**src/lpd_consts.svh**
```systemverilog
// constants shared by both ends of the command link
`ifndef LPD_CONSTS_SVH
`define LPD_CONSTS_SVH
// ****************************************
// clock and analog times
// ****************************************
`define LPD_TCK_PS      8000
`define LPD_CYC_UP(ps)  (((ps) + `LPD_TCK_PS - 1) / `LPD_TCK_PS)
`define LPD_TRTP_PS     7500
`define LPD_TWR_PS      15000
`define LPD_TRP_PS      18000
`define LPD_TRAS_PS     42000
`define LPD_RTP_CYC     `LPD_CYC_UP(`LPD_TRTP_PS)
`define LPD_WR_CYC      `LPD_CYC_UP(`LPD_TWR_PS)
`define LPD_RP_CYC      `LPD_CYC_UP(`LPD_TRP_PS)
`define LPD_RAS_CYC     `LPD_CYC_UP(`LPD_TRAS_PS)
// ****************************************
// command codes on the rising-edge field
// ****************************************
`define LPD_CA_BST      4'h3
`define LPD_CA_PRE      4'hB
`define LPD_CA_MRW      4'h0
`define LPD_CA_RD       3'h5
`define LPD_CA_WR       3'h1
`define LPD_CA_ACT      2'h2
// ****************************************
// command field positions
// ****************************************
`define LPD_BA_HI       8
`define LPD_BA_LO       7
`define LPD_AB_BIT      4
`define LPD_AP_BIT      0
`define LPD_COL_HI      4
`define LPD_COL_LO      1
// mode write: burst half on rising field, latencies on falling field
`define LPD_MR_BLH_HI   7
`define LPD_MR_BLH_LO   4
`define LPD_MR_RL_HI    3
`define LPD_MR_RL_LO    0
`define LPD_MR_WL_HI    7
`define LPD_MR_WL_LO    4
`define LPD_RL_RST      4'h6
`define LPD_WL_RST      4'h3
`define LPD_BLH_RST     4'h4
`define LPD_RL_MIN      4'h2
`define LPD_WL_MIN      4'h1
`define LPD_PIPE_DEPTH  16
// ****************************************
// controller register map
// ****************************************
`define LPD_REG_CMD     8'h00
`define LPD_REG_WDATA   8'h04
`define LPD_REG_WMASK   8'h08
`define LPD_REG_RDATA   8'h0C
`define LPD_REG_STAT    8'h10
`define LPD_OP_MRW      3'h0
`define LPD_OP_ACT      3'h1
`define LPD_OP_RD       3'h2
`define LPD_OP_WR       3'h3
`define LPD_OP_PRE      3'h4
`define LPD_RESP_OKAY   2'h0
`define LPD_RESP_SLVERR 2'h2
`endif

```
**src/lpd_pkg.sv**
```systemverilog
// types shared by both ends of the command link
package lpd_pkg;
  // controller sequencer states
  typedef enum logic [1:0] {
    st_idle = 2'b00,
    st_run  = 2'b01
  } lpd_state_e;
  // one data slot travelling down the latency pipe
  typedef struct packed {
    logic       wr;
    logic [1:0] bank;
    logic [3:0] col;
  } lpd_slot_s;
endpackage

```
**src/lpd_link_if.sv**
```systemverilog
// command/address and data link between controller and memory
`timescale 1ns/1ps
interface lpd_link_if;
  logic        cs_n;   // chip select, low active
  logic [9:0]  ca_r;   // command/address, rising half
  logic [9:0]  ca_f;   // command/address, falling half
  logic [31:0] wdata;  // write beat pair
  logic [3:0]  wmask;  // byte masks, high blocks a byte
  logic [31:0] rdata;  // read beat pair
  logic        rvalid; // read beat pair present
  modport ctl (output cs_n, ca_r, ca_f, wdata, wmask, input rdata, rvalid);
  modport dev (input cs_n, ca_r, ca_f, wdata, wmask, output rdata, rvalid);
endinterface // lpd_link_if

```
**src/lpd_ctl.sv**
```systemverilog
// controller end: AXI4-Lite orders in, spaced commands out
// How it works
// - terminate code: select low, 0011
// - terminate only running bursts, before half length
// - cut length is twice cycles to terminate
// - terminate cuts only the latest access
// - read data stops read latency later
// - write input stops write latency later
// - terminate an even number of cycles after
// - one terminate per access at most
// - spacing uses the cut burst length
// - byte mask blocks writes beat by beat
// - precharge code: select low, 1011
// - all-bank flag or two bank bits
// - same precharge time for one or all
// - precharge after half burst and active time
// - read-to-precharge counted from half minus two
// - write-to-precharge adds latency, recovery, one
// - auto precharge flag closes bank after burst
// - read auto precharge at later of two
// - never issue inside a minimum spacing
// - precharge time from latest precharge
// - auto precharge allows other-bank followers only
// - never cut an auto-precharge access
// - latencies come from mode settings
//
// The implementer's own choices: the AXI4-Lite slave port and the placing of the registers.
`timescale 1ns/1ps
`include "lpd_consts.svh"
module lpd_ctl (
  // clock and reset
  input  wire logic        clk,
  input  wire logic        rstn,
  // AXI4-Lite write address
  input  wire logic [7:0]  awaddr,
  input  wire logic        awvalid,
  output logic             awready,
  // AXI4-Lite write data
  input  wire logic [31:0] wdata,
  input  wire logic [3:0]  wstrb,
  input  wire logic        wvalid,
  output logic             wready,
  // AXI4-Lite write response
  output logic [1:0]       bresp,
  output logic             bvalid,
  input  wire logic        bready,
  // AXI4-Lite read address
  input  wire logic [7:0]  araddr,
  input  wire logic        arvalid,
  output logic             arready,
  // AXI4-Lite read data
  output logic [31:0]      rdata,
  output logic [1:0]       rresp,
  output logic             rvalid,
  input  wire logic        rready,
  // link
  lpd_link_if.ctl          lnk
);
  // ****************************************
  // write channel capture
  // ****************************************
  logic        aw_hold;  // address taken, waiting for data
  logic [7:0]  aw_q;
  logic        w_hold;   // data taken, waiting for address
  logic [31:0] w_q;
  logic [3:0]  s_q;
  assign awready = !aw_hold;
  assign wready  = !w_hold;
  // both halves in and no response pending
  wire do_wr = aw_hold && w_hold && !bvalid;
  wire wr_cmd = do_wr && (aw_q == `LPD_REG_CMD);
  wire wr_dat = do_wr && (aw_q == `LPD_REG_WDATA);
  wire wr_msk = do_wr && (aw_q == `LPD_REG_WMASK);
  wire wr_ok  = wr_cmd | wr_dat | wr_msk;
  always_ff @(posedge clk or negedge rstn) begin
    if (!rstn) begin
      aw_hold <= 1'b0;
      aw_q    <= 8'h00;
      w_hold  <= 1'b0;
      w_q     <= 32'h0000_0000;
      s_q     <= 4'h0;
      bvalid  <= 1'b0;
      bresp   <= `LPD_RESP_OKAY;
    end else begin
      if (awvalid && awready) begin
        aw_hold <= 1'b1;
        aw_q    <= awaddr;
      end else if (do_wr) begin
        aw_hold <= 1'b0;
      end
      if (wvalid && wready) begin
        w_hold <= 1'b1;
        w_q    <= wdata;
        s_q    <= wstrb;
      end else if (do_wr) begin
        w_hold <= 1'b0;
      end
      // addresses other than command, write data and mask answer with a slave error
      if (do_wr) begin
        bvalid <= 1'b1;
        bresp  <= wr_ok ? `LPD_RESP_OKAY : `LPD_RESP_SLVERR;
      end else if (bready) begin
        bvalid <= 1'b0;
      end
    end
  end
  // ****************************************
  // software registers
  // ****************************************
  logic [31:0] wd_q;   // write beat pair
  logic [3:0]  wm_q;   // write byte masks
  logic [31:0] rd_q;   // last read beat pair
  logic [4:0]  beats;  // read beat pairs seen this order
  logic [27:0] cmd_q;  // order being executed
  lpd_pkg::lpd_state_e st;
  wire busy = (st != lpd_pkg::st_idle);
  // orders written while busy are dropped
  wire launch = wr_cmd && !busy;
  always_ff @(posedge clk or negedge rstn) begin
    if (!rstn) begin
      wd_q <= 32'h0000_0000;
      wm_q <= 4'h0;
    end else begin
      for (int b = 0; b < 4; b++) begin
        if (wr_dat && s_q[b]) begin
          wd_q[8*b +: 8] <= w_q[8*b +: 8];
        end
      end
      if (wr_msk && s_q[0]) begin
        wm_q <= w_q[3:0];
      end
    end
  end
  // ****************************************
  // read channel
  // ****************************************
  wire [31:0] rd_mux =
    (araddr == `LPD_REG_CMD)   ? {4'h0, cmd_q} :
    (araddr == `LPD_REG_WDATA) ? wd_q :
    (araddr == `LPD_REG_WMASK) ? {28'h0, wm_q} :
    (araddr == `LPD_REG_RDATA) ? rd_q :
    (araddr == `LPD_REG_STAT)  ? {23'h0, beats, 3'h0, busy} : 32'h0000_0000;
  wire rd_ok = (araddr == `LPD_REG_CMD) || (araddr == `LPD_REG_WDATA) ||
               (araddr == `LPD_REG_WMASK) || (araddr == `LPD_REG_RDATA) ||
               (araddr == `LPD_REG_STAT);
  assign arready = !rvalid;
  always_ff @(posedge clk or negedge rstn) begin
    if (!rstn) begin
      rvalid <= 1'b0;
      rdata  <= 32'h0000_0000;
      rresp  <= `LPD_RESP_OKAY;
    end else if (arvalid && arready) begin
      rvalid <= 1'b1;
      rdata  <= rd_mux;
      rresp  <= rd_ok ? `LPD_RESP_OKAY : `LPD_RESP_SLVERR;
    end else if (rready) begin
      rvalid <= 1'b0;
    end
  end
  // ****************************************
  // order fields and controller copy of mode
  // ****************************************
  wire [2:0] op    = cmd_q[2:0];
  wire [1:0] bank  = cmd_q[4:3];
  wire       ap    = cmd_q[5];
  wire       all   = cmd_q[6];
  wire [3:0] col   = cmd_q[10:7];
  wire [3:0] stop  = cmd_q[14:11];
  logic [3:0] rl_c;   // read latency as programmed
  logic [3:0] wl_c;   // write latency as programmed
  logic [3:0] blh_c;  // burst length over two
  wire acc  = (op == `LPD_OP_RD) || (op == `LPD_OP_WR);
  // terminate only when legal, else the full burst runs
  wire has_stop = acc && !ap && (stop != 4'h0) && !stop[0] && (stop < blh_c);
  wire [3:0] eff = has_stop ? stop : blh_c;
  // ****************************************
  // spacing: the order owns the link until all gaps pass
  // ****************************************
  logic [6:0] t;  // cycles since the order started
  logic [6:0] guard;
  always_comb begin
    case (op)
      `LPD_OP_RD:  guard = 7'({3'h0, rl_c} + {3'h0, eff} + 7'(`LPD_RTP_CYC)
                              + 7'(`LPD_RP_CYC) + 7'h02);
      `LPD_OP_WR:  guard = 7'({3'h0, wl_c} + {3'h0, eff} + 7'h01 + 7'(`LPD_WR_CYC)
                              + 7'(`LPD_RP_CYC) + 7'h02);
      `LPD_OP_ACT: guard = 7'(`LPD_RAS_CYC);
      `LPD_OP_PRE: guard = 7'(`LPD_RP_CYC) + 7'h01;
      default:     guard = 7'h02;
    endcase
  end
  // single terminate per access, at its fixed offset
  wire bst_at = busy && has_stop && (t == {3'h0, stop});
  wire cmd_at = busy && (t == 7'h00);
  wire [6:0] wl_t  = {3'h0, wl_c};
  wire win = busy && (op == `LPD_OP_WR) && (t >= wl_t) && (t < wl_t + {3'h0, eff});
  always_ff @(posedge clk or negedge rstn) begin
    if (!rstn) begin
      st    <= lpd_pkg::st_idle;
      t     <= 7'h00;
      cmd_q <= 28'h0;
      rl_c  <= `LPD_RL_RST;
      wl_c  <= `LPD_WL_RST;
      blh_c <= `LPD_BLH_RST;
    end else begin
      case (st)
        lpd_pkg::st_idle: begin
          if (launch) begin
            st    <= lpd_pkg::st_run;
            t     <= 7'h00;
            cmd_q <= w_q[27:0];
          end
        end
        lpd_pkg::st_run: begin
          t <= t + 7'h01;
          if (cmd_at && op == `LPD_OP_MRW) begin
            rl_c  <= cmd_q[19:16];
            wl_c  <= cmd_q[23:20];
            blh_c <= cmd_q[27:24];
          end
          if (t >= guard) begin
            st <= lpd_pkg::st_idle;
          end
        end
        default: st <= lpd_pkg::st_idle;
      endcase
    end
  end
  // ****************************************
  // command encode
  // ****************************************
  logic [9:0] next_ca_r;
  logic [9:0] next_ca_f;
  always_comb begin
    next_ca_r = 10'h000;
    next_ca_f = 10'h000;
    if (bst_at) begin
      next_ca_r[3:0] = `LPD_CA_BST;
    end else if (cmd_at) begin
      next_ca_r[`LPD_BA_HI:`LPD_BA_LO] = bank;
      case (op)
        `LPD_OP_RD, `LPD_OP_WR: begin
          next_ca_r[2:0] = (op == `LPD_OP_RD) ? `LPD_CA_RD : `LPD_CA_WR;
          next_ca_f[`LPD_AP_BIT] = ap;
          next_ca_f[`LPD_COL_HI:`LPD_COL_LO] = col;
        end
        `LPD_OP_ACT: next_ca_r[1:0] = `LPD_CA_ACT;
        `LPD_OP_PRE: begin
          next_ca_r[3:0] = `LPD_CA_PRE;
          next_ca_r[`LPD_AB_BIT] = all;
        end
        default: begin
          next_ca_r = {2'h0, cmd_q[27:24], `LPD_CA_MRW};
          next_ca_f = {2'h0, cmd_q[23:16]};
        end
      endcase
    end
  end
  // ****************************************
  // link drive and read capture
  // ****************************************
  always_ff @(posedge clk or negedge rstn) begin
    if (!rstn) begin
      lnk.cs_n  <= 1'b1;
      lnk.ca_r  <= 10'h000;
      lnk.ca_f  <= 10'h000;
      lnk.wdata <= 32'h0000_0000;
      lnk.wmask <= 4'hF;
      rd_q      <= 32'h0000_0000;
      beats     <= 5'h00;
    end else begin
      lnk.cs_n  <= !(cmd_at || bst_at);
      lnk.ca_r  <= next_ca_r;
      lnk.ca_f  <= next_ca_f;
      lnk.wdata <= wd_q;
      // outside the window every byte is masked, a safe idle value
      lnk.wmask <= win ? wm_q : 4'hF;
      if (launch) begin
        beats <= 5'h00;
      end else if (lnk.rvalid) begin
        rd_q  <= lnk.rdata;
        beats <= beats + 5'h01;
      end
    end
  end
endmodule // lpd_ctl

```
**src/flat_wrapper.sv**
```systemverilog
// flat-port wrapper written by rule: the top's interface ports become plain ports
module lpd_ctl_flat 
  (clk, rstn, awaddr, awvalid, awready, wdata, wstrb, wvalid, wready, bresp, bvalid, bready, araddr, arvalid, arready, rdata, rresp, rvalid, rready, lnk_cs_n, lnk_ca_r, lnk_ca_f, lnk_wdata, lnk_wmask, lnk_rdata, lnk_rvalid);
  lpd_link_if lnk_i ();
  input  wire logic clk;
  input  wire logic rstn;
  input  wire logic [7:0] awaddr;
  input  wire logic awvalid;
  output logic awready;
  input  wire logic [31:0] wdata;
  input  wire logic [3:0] wstrb;
  input  wire logic wvalid;
  output logic wready;
  output logic [1:0] bresp;
  output logic bvalid;
  input  wire logic bready;
  input  wire logic [7:0] araddr;
  input  wire logic arvalid;
  output logic arready;
  output logic [31:0] rdata;
  output logic [1:0] rresp;
  output logic rvalid;
  input  wire logic rready;
  output wire logic [$bits(lnk_i.cs_n)-1:0] lnk_cs_n;
  output wire logic [$bits(lnk_i.ca_r)-1:0] lnk_ca_r;
  output wire logic [$bits(lnk_i.ca_f)-1:0] lnk_ca_f;
  output wire logic [$bits(lnk_i.wdata)-1:0] lnk_wdata;
  output wire logic [$bits(lnk_i.wmask)-1:0] lnk_wmask;
  input wire logic [$bits(lnk_i.rdata)-1:0] lnk_rdata;
  input wire logic [$bits(lnk_i.rvalid)-1:0] lnk_rvalid;
  assign lnk_cs_n = lnk_i.cs_n;
  assign lnk_ca_r = lnk_i.ca_r;
  assign lnk_ca_f = lnk_i.ca_f;
  assign lnk_wdata = lnk_i.wdata;
  assign lnk_wmask = lnk_i.wmask;
  assign lnk_i.rdata = lnk_rdata;
  assign lnk_i.rvalid = lnk_rvalid;
  lpd_ctl u_core (.clk(clk), .rstn(rstn), .awaddr(awaddr), .awvalid(awvalid), .awready(awready), .wdata(wdata), .wstrb(wstrb), .wvalid(wvalid), .wready(wready), .bresp(bresp), .bvalid(bvalid), .bready(bready), .araddr(araddr), .arvalid(arvalid), .arready(arready), .rdata(rdata), .rresp(rresp), .rvalid(rvalid), .rready(rready), .lnk(lnk_i));
endmodule
```
**config.mk**
```make
export PLATFORM = sky130hd
export DESIGN_NAME = lpd_ctl_flat
export DESIGN_NICKNAME = d
export VERILOG_FILES = /design/src/lpd_pkg.sv /design/src/lpd_link_if.sv /design/src/lpd_ctl.sv /design/src/flat_wrapper.sv
export VERILOG_INCLUDE_DIRS = /design/src /design/src/src
export SDC_FILE = /design/constraint.sdc
export NUM_CORES = 1
export LEC_CHECK = 0
export ABC_AREA = 1
export BUFFER_PORTS_ARGS = -buffer_cell sky130_fd_sc_hd__buf_4
export CAP_MARGIN = 20
export CORE_MARGIN = 4
export CORE_UTILIZATION = 45
export CTS_BUF_LIST = sky130_fd_sc_hd__clkbuf_2 sky130_fd_sc_hd__clkbuf_4 sky130_fd_sc_hd__clkbuf_8
export CTS_CLUSTER_SIZE = 24
export DETAILED_ROUTE_END_ITERATION = 7
export GPL_ROUTABILITY_DRIVEN = 1
export HOLD_SLACK_MARGIN = 0.02
export MAX_ROUTING_LAYER = met4
export PLACE_DENSITY = 0.73
export SYNTH_ARGS = -nofsm -noshare
export SYNTH_HDL_FRONTEND = slang
export SYNTH_SLANG_ARGS = --single-unit
```
**constraint.sdc**
```tcl
create_clock -name clk -period 7.45 [get_ports clk]
set_input_delay 1.49 -clock clk [delete_from_list [all_inputs] [get_ports clk]]
set_output_delay 1.49 -clock clk [all_outputs]
set_load 0.1 [all_outputs]
```
==> out/metrics.yaml <==
outcome:
  status: "finished, final reports clean"
critical_path:
  crit_path_end_kind: "flop"
  worstPathCellList: "inv_1, ha_1, nand2_1, nand2_1, nand2_1, nand2_1, o21ai_0, ha_1, a21o_1, a31oi_1, inv_1, ha_1, nand2_1, nand2_1, nor2_1, ha_1, a21oi_1, o21a_1, nand3_1, o21ai_0"
  startpoint_type: "flop"
  cp.buffers_inverters: 2
  rrSetupSlack_ps: 3700
  cp_slowest_cell: "dfstp_2"
  cp_common_cell: "nand2_1"
  slowest_delay_ps: 550
  crit_family: "adder cells"
  required_ps: 7920
  reg2reg_from: "u_core.blh_c[2]"
  worstSetupPathType: "flop to flop"
  cp_max_fo: 6
  crit_arrival_ps: 4220
  r2r_cells: 20
  r2r_end: "u_core.st[0]"
clock_network:
  insertion_delay_ps: 550
  tritoncts: "yes"
  cts-root-buf: "clkbuf_8"
  post_cts_resize_count: 0
  postCtsHoldBufs: 0
  cts.path.max_buffers: 3
  htreeDepth: 2
  clock_sinks: 257
  cts_setup_buffers: 0
  clk_pin_slew_ps: 60
  numCtsBuffers: 43
cells_and_area:
  layout.cells.non_filler: 1825
  final_nets: 1589
  nFillCells: 2322
  final_util: 0.557
  multiInputGateArea_um2: 4360
  layout-drive-gt1-share: 0.227
  area_delta_synth_final_pct: 21.8
  seqCellArea_um2: 6440
  antenna_cells: 0
die:
  start_util: 0.457
  die_h_um: 168
  die_area_um2: 28100
  die_w_um: 168
  core.rowCount: 58
  design.portCount: 190
  coreArea_um2: 25100
logic_synthesis:
  synth_top_area_share: 0.538
  syn_inst: 1277
  yosys_register_bits: 257
  seq_area_frac_synth: 0.561
  synthTopCellsByArea: "dfrtp_1 54%, nand2_1 12%, nand3_1 4.4%"
  yosys.area.top_type: "dfrtp_1"
  synth_edf_count: 0
  yosysWarnings: 0
  yosys.cell_types.count: 42
  synth-async-reset-ratio: 1.00
  syn_area_per_cell_um2: 8.99
  synth_ff_type: "dfrtp_1"
  synth_area_um2: 11500
flow_run:
  cap_violations: 0
global_route:
  grt_usage: 0.235
  antenna_found_initial: 0
  grt_pass1_wl_um: 51500
  grt.overflow.total: 0
  grt_pass1_vias: 9559
  grt_start_max_net_pins: 163
placed_design:
  dpl.hpwl_um: 22500
  dpl.cell_count: 1750
  place.gp.congestion: 0.891
  portBuffers: 184
  post-place-ws_ps: 3680
worst_hold_path:
  hold_path_class: "flop to flop"
  whs_path_depth: 0
  hold_start: "u_core.wd_q[29]"
  hold_path_end: "u_core.lnk.wdata[29]"
timing:
  maxSlewViolCount: 0
  finalCriticalPeriod_ps: 3750
  setup_viol: 0
  setup_ws_ps: 3700
  setup_tns_ps: 0
  maxSlewHeadroom: 0.295
  grt_setup_unrepaired: "no"
  timing.final.crit_share: 0.503
  finClkSkew_ps: 15.1
  max_freq_mhz: 267
  worst_slew_pin_slew_ps: 1060
  timing.final.hold_violations: 0
pwr:
  cellPowerDensity_nw_per_um2: 314
  ir_drop_v: 0.000332
  leakagePower_uw: 0.00740
routing:
  drt_pass1_iterations: 5
  route.vias.total: 9476
  drt_iter0_drc: 884
  wl_um: 32000
  wl_per_cell_um: 17.5
  wl_met1_um: 14000
  drcViolationCount: 0
  routed.top_layer: "met4"
  ant_nets: 0
  dr_wl_met3_um: 2080
  dr_wl_met2_um: 15100
  vias_per_cell: 5.19
-- cells in the mapped netlist, types with 2 or more instances --
library cell / count
a21o_1: 2
a21oi_1: 61
a31oi_1: 2
buf_2: 19
buf_4: 11
buf_6: 4
clkbuf_1: 18
dfrtp_1: 247
dfstp_2: 10
fa_1: 2
ha_1: 30
inv_1: 106
inv_2: 5
mux2_2: 32
nand2_1: 381
nand3_1: 100
nand3_2: 6
nand3b_1: 2
nand4_1: 11
nor2_1: 87
nor2_2: 7
nor2_4: 4
nor3_1: 9
o211ai_1: 6
o21ai_0: 78
o21ai_1: 17
o22ai_1: 3
xnor2_1: 2
xor2_1: 2
-- kinds of logic (layout without fill, tap and decap cells) --
group,after synthesis,count (layout),synth area share
mux,32,32,0.0314
compound gates,172,172,0.0780
flops,257,257,0.561
buf+inv,164,378,0.0619
other cells,1,5,0.000327
fa+ha+maj,32,32,0.0362
simple gates,615,615,0.228
xor+xnor,4,4,0.00305
-- flip-flops by register name, indices dropped and copies added, names as in the netlist, 4 cells and up --
name and flops:
u_core.aw_q 8, u_core.beats 5, u_core.blh_c 4, u_core.cmd_q 28
u_core.lnk.ca_f 8, u_core.lnk.ca_r 9, u_core.lnk.wdata 32, u_core.lnk.wmask 4
u_core.rd_q 32, u_core.rdata 32, u_core.rl_c 4, u_core.s_q 4
u_core.t 7, u_core.w_q 32, u_core.wd_q 32, u_core.wl_c 4
u_core.wm_q 4
-- cells in the final DEF (no fill, tap or decap), types with 4 or more instances in the layout --
cell type / synthesis / layout
a21oi_1: 61 / 61
buf_4: 11 / 190
clkbuf_4: 0 / 16
clkbuf_8: 0 / 50
clkinv_2: 0 / 6
conb_1: 1 / 5
dfrtp_1: 247 / 247
dfstp_2: 10 / 10
ha_1: 30 / 30
inv_1: 106 / 106
inv_2: 5 / 5
mux2_2: 32 / 32
nand2_1: 381 / 379
nand3_1: 100 / 100
nand3_2: 6 / 5
nand4_1: 11 / 11
nor2_1: 87 / 87
nor2_2: 7 / 7
nor2_4: 4 / 4
nor3_1: 9 / 9
o211ai_1: 6 / 6
o21ai_0: 78 / 78
o21ai_1: 17 / 17
-- area by class of cell --
cell class	count	share of cell area
Clock buffer	66	0.0578
Tap cell	330	0.0295
Multi-Input combinational cell	860	0.312
Timing Repair Buffer	192	0.105
Clock inverter	9	0.00564
Sequential cell	257	0.461
Inverter	111	0.0298
-- per-stage QoR --
stage / hold WS, ps / cell area, um^2 / total power [uW]
after global placement: 361 / 13100 / 3090
final: 382 / 14000 / 4390
after detailed placement: 369 / 13100 / 3110
after floorplan: 354 / 11500 / 2730
after global routing: 398 / 14000 / 4620
after CTS: 382 / 14000 / 4410
-- worst max path at each step --
stage                    start            to  slack (ps)  cells after the start
6_report       u_core.blh_c[2]  u_core.st[0]        3700                     20
5_1_grt        u_core.blh_c[2]  u_core.st[0]        3330                     20
4_1_cts        u_core.blh_c[2]  u_core.st[0]        3650                     20
3_5_place_dp   u_core.blh_c[2]  u_core.st[0]        3680                     20
3_3_place_gp   u_core.blh_c[2]  u_core.st[0]        3850                     20
2_1_floorplan  u_core.blh_c[2]  u_core.st[0]        4180                     21
-- power breakdown --
| group | switching [uW] | total (uW) | internal, uW |
|---|---|---|---|
| Combinational | 858 | 1200 | 346 |
| Sequential | 212 | 1890 | 1680 |
| Clock | 563 | 1290 | 727 |
| Total | 1630 | 4390 | 2750 |
-- per-layer routing --
layer | track usage | vias up
met5 | - | -
met4 | 0.0639 | 0
met3 | 0.0432 | 69
met2 | 0.366 | 347
met1 | 0.321 | 4554
li1 | - | 4506
-- worst register-to-register path: stages (launching register included) --
cell     delay [ps]
dfstp_2         550
inv_1            40
ha_1            270
nand2_1          70
nand2_1          50
nand2_1         120
nand2_1         140
o21ai_0         370
ha_1            350
a21o_1          170
a31oi_1         210
inv_1            70
ha_1            290
nand2_1          70
nand2_1          50
nor2_1          100
ha_1            260
a21oi_1         150
o21a_1          130
nand3_1          70
o21ai_0         140
Note: power is estimated with default switching activity, not from simulation.
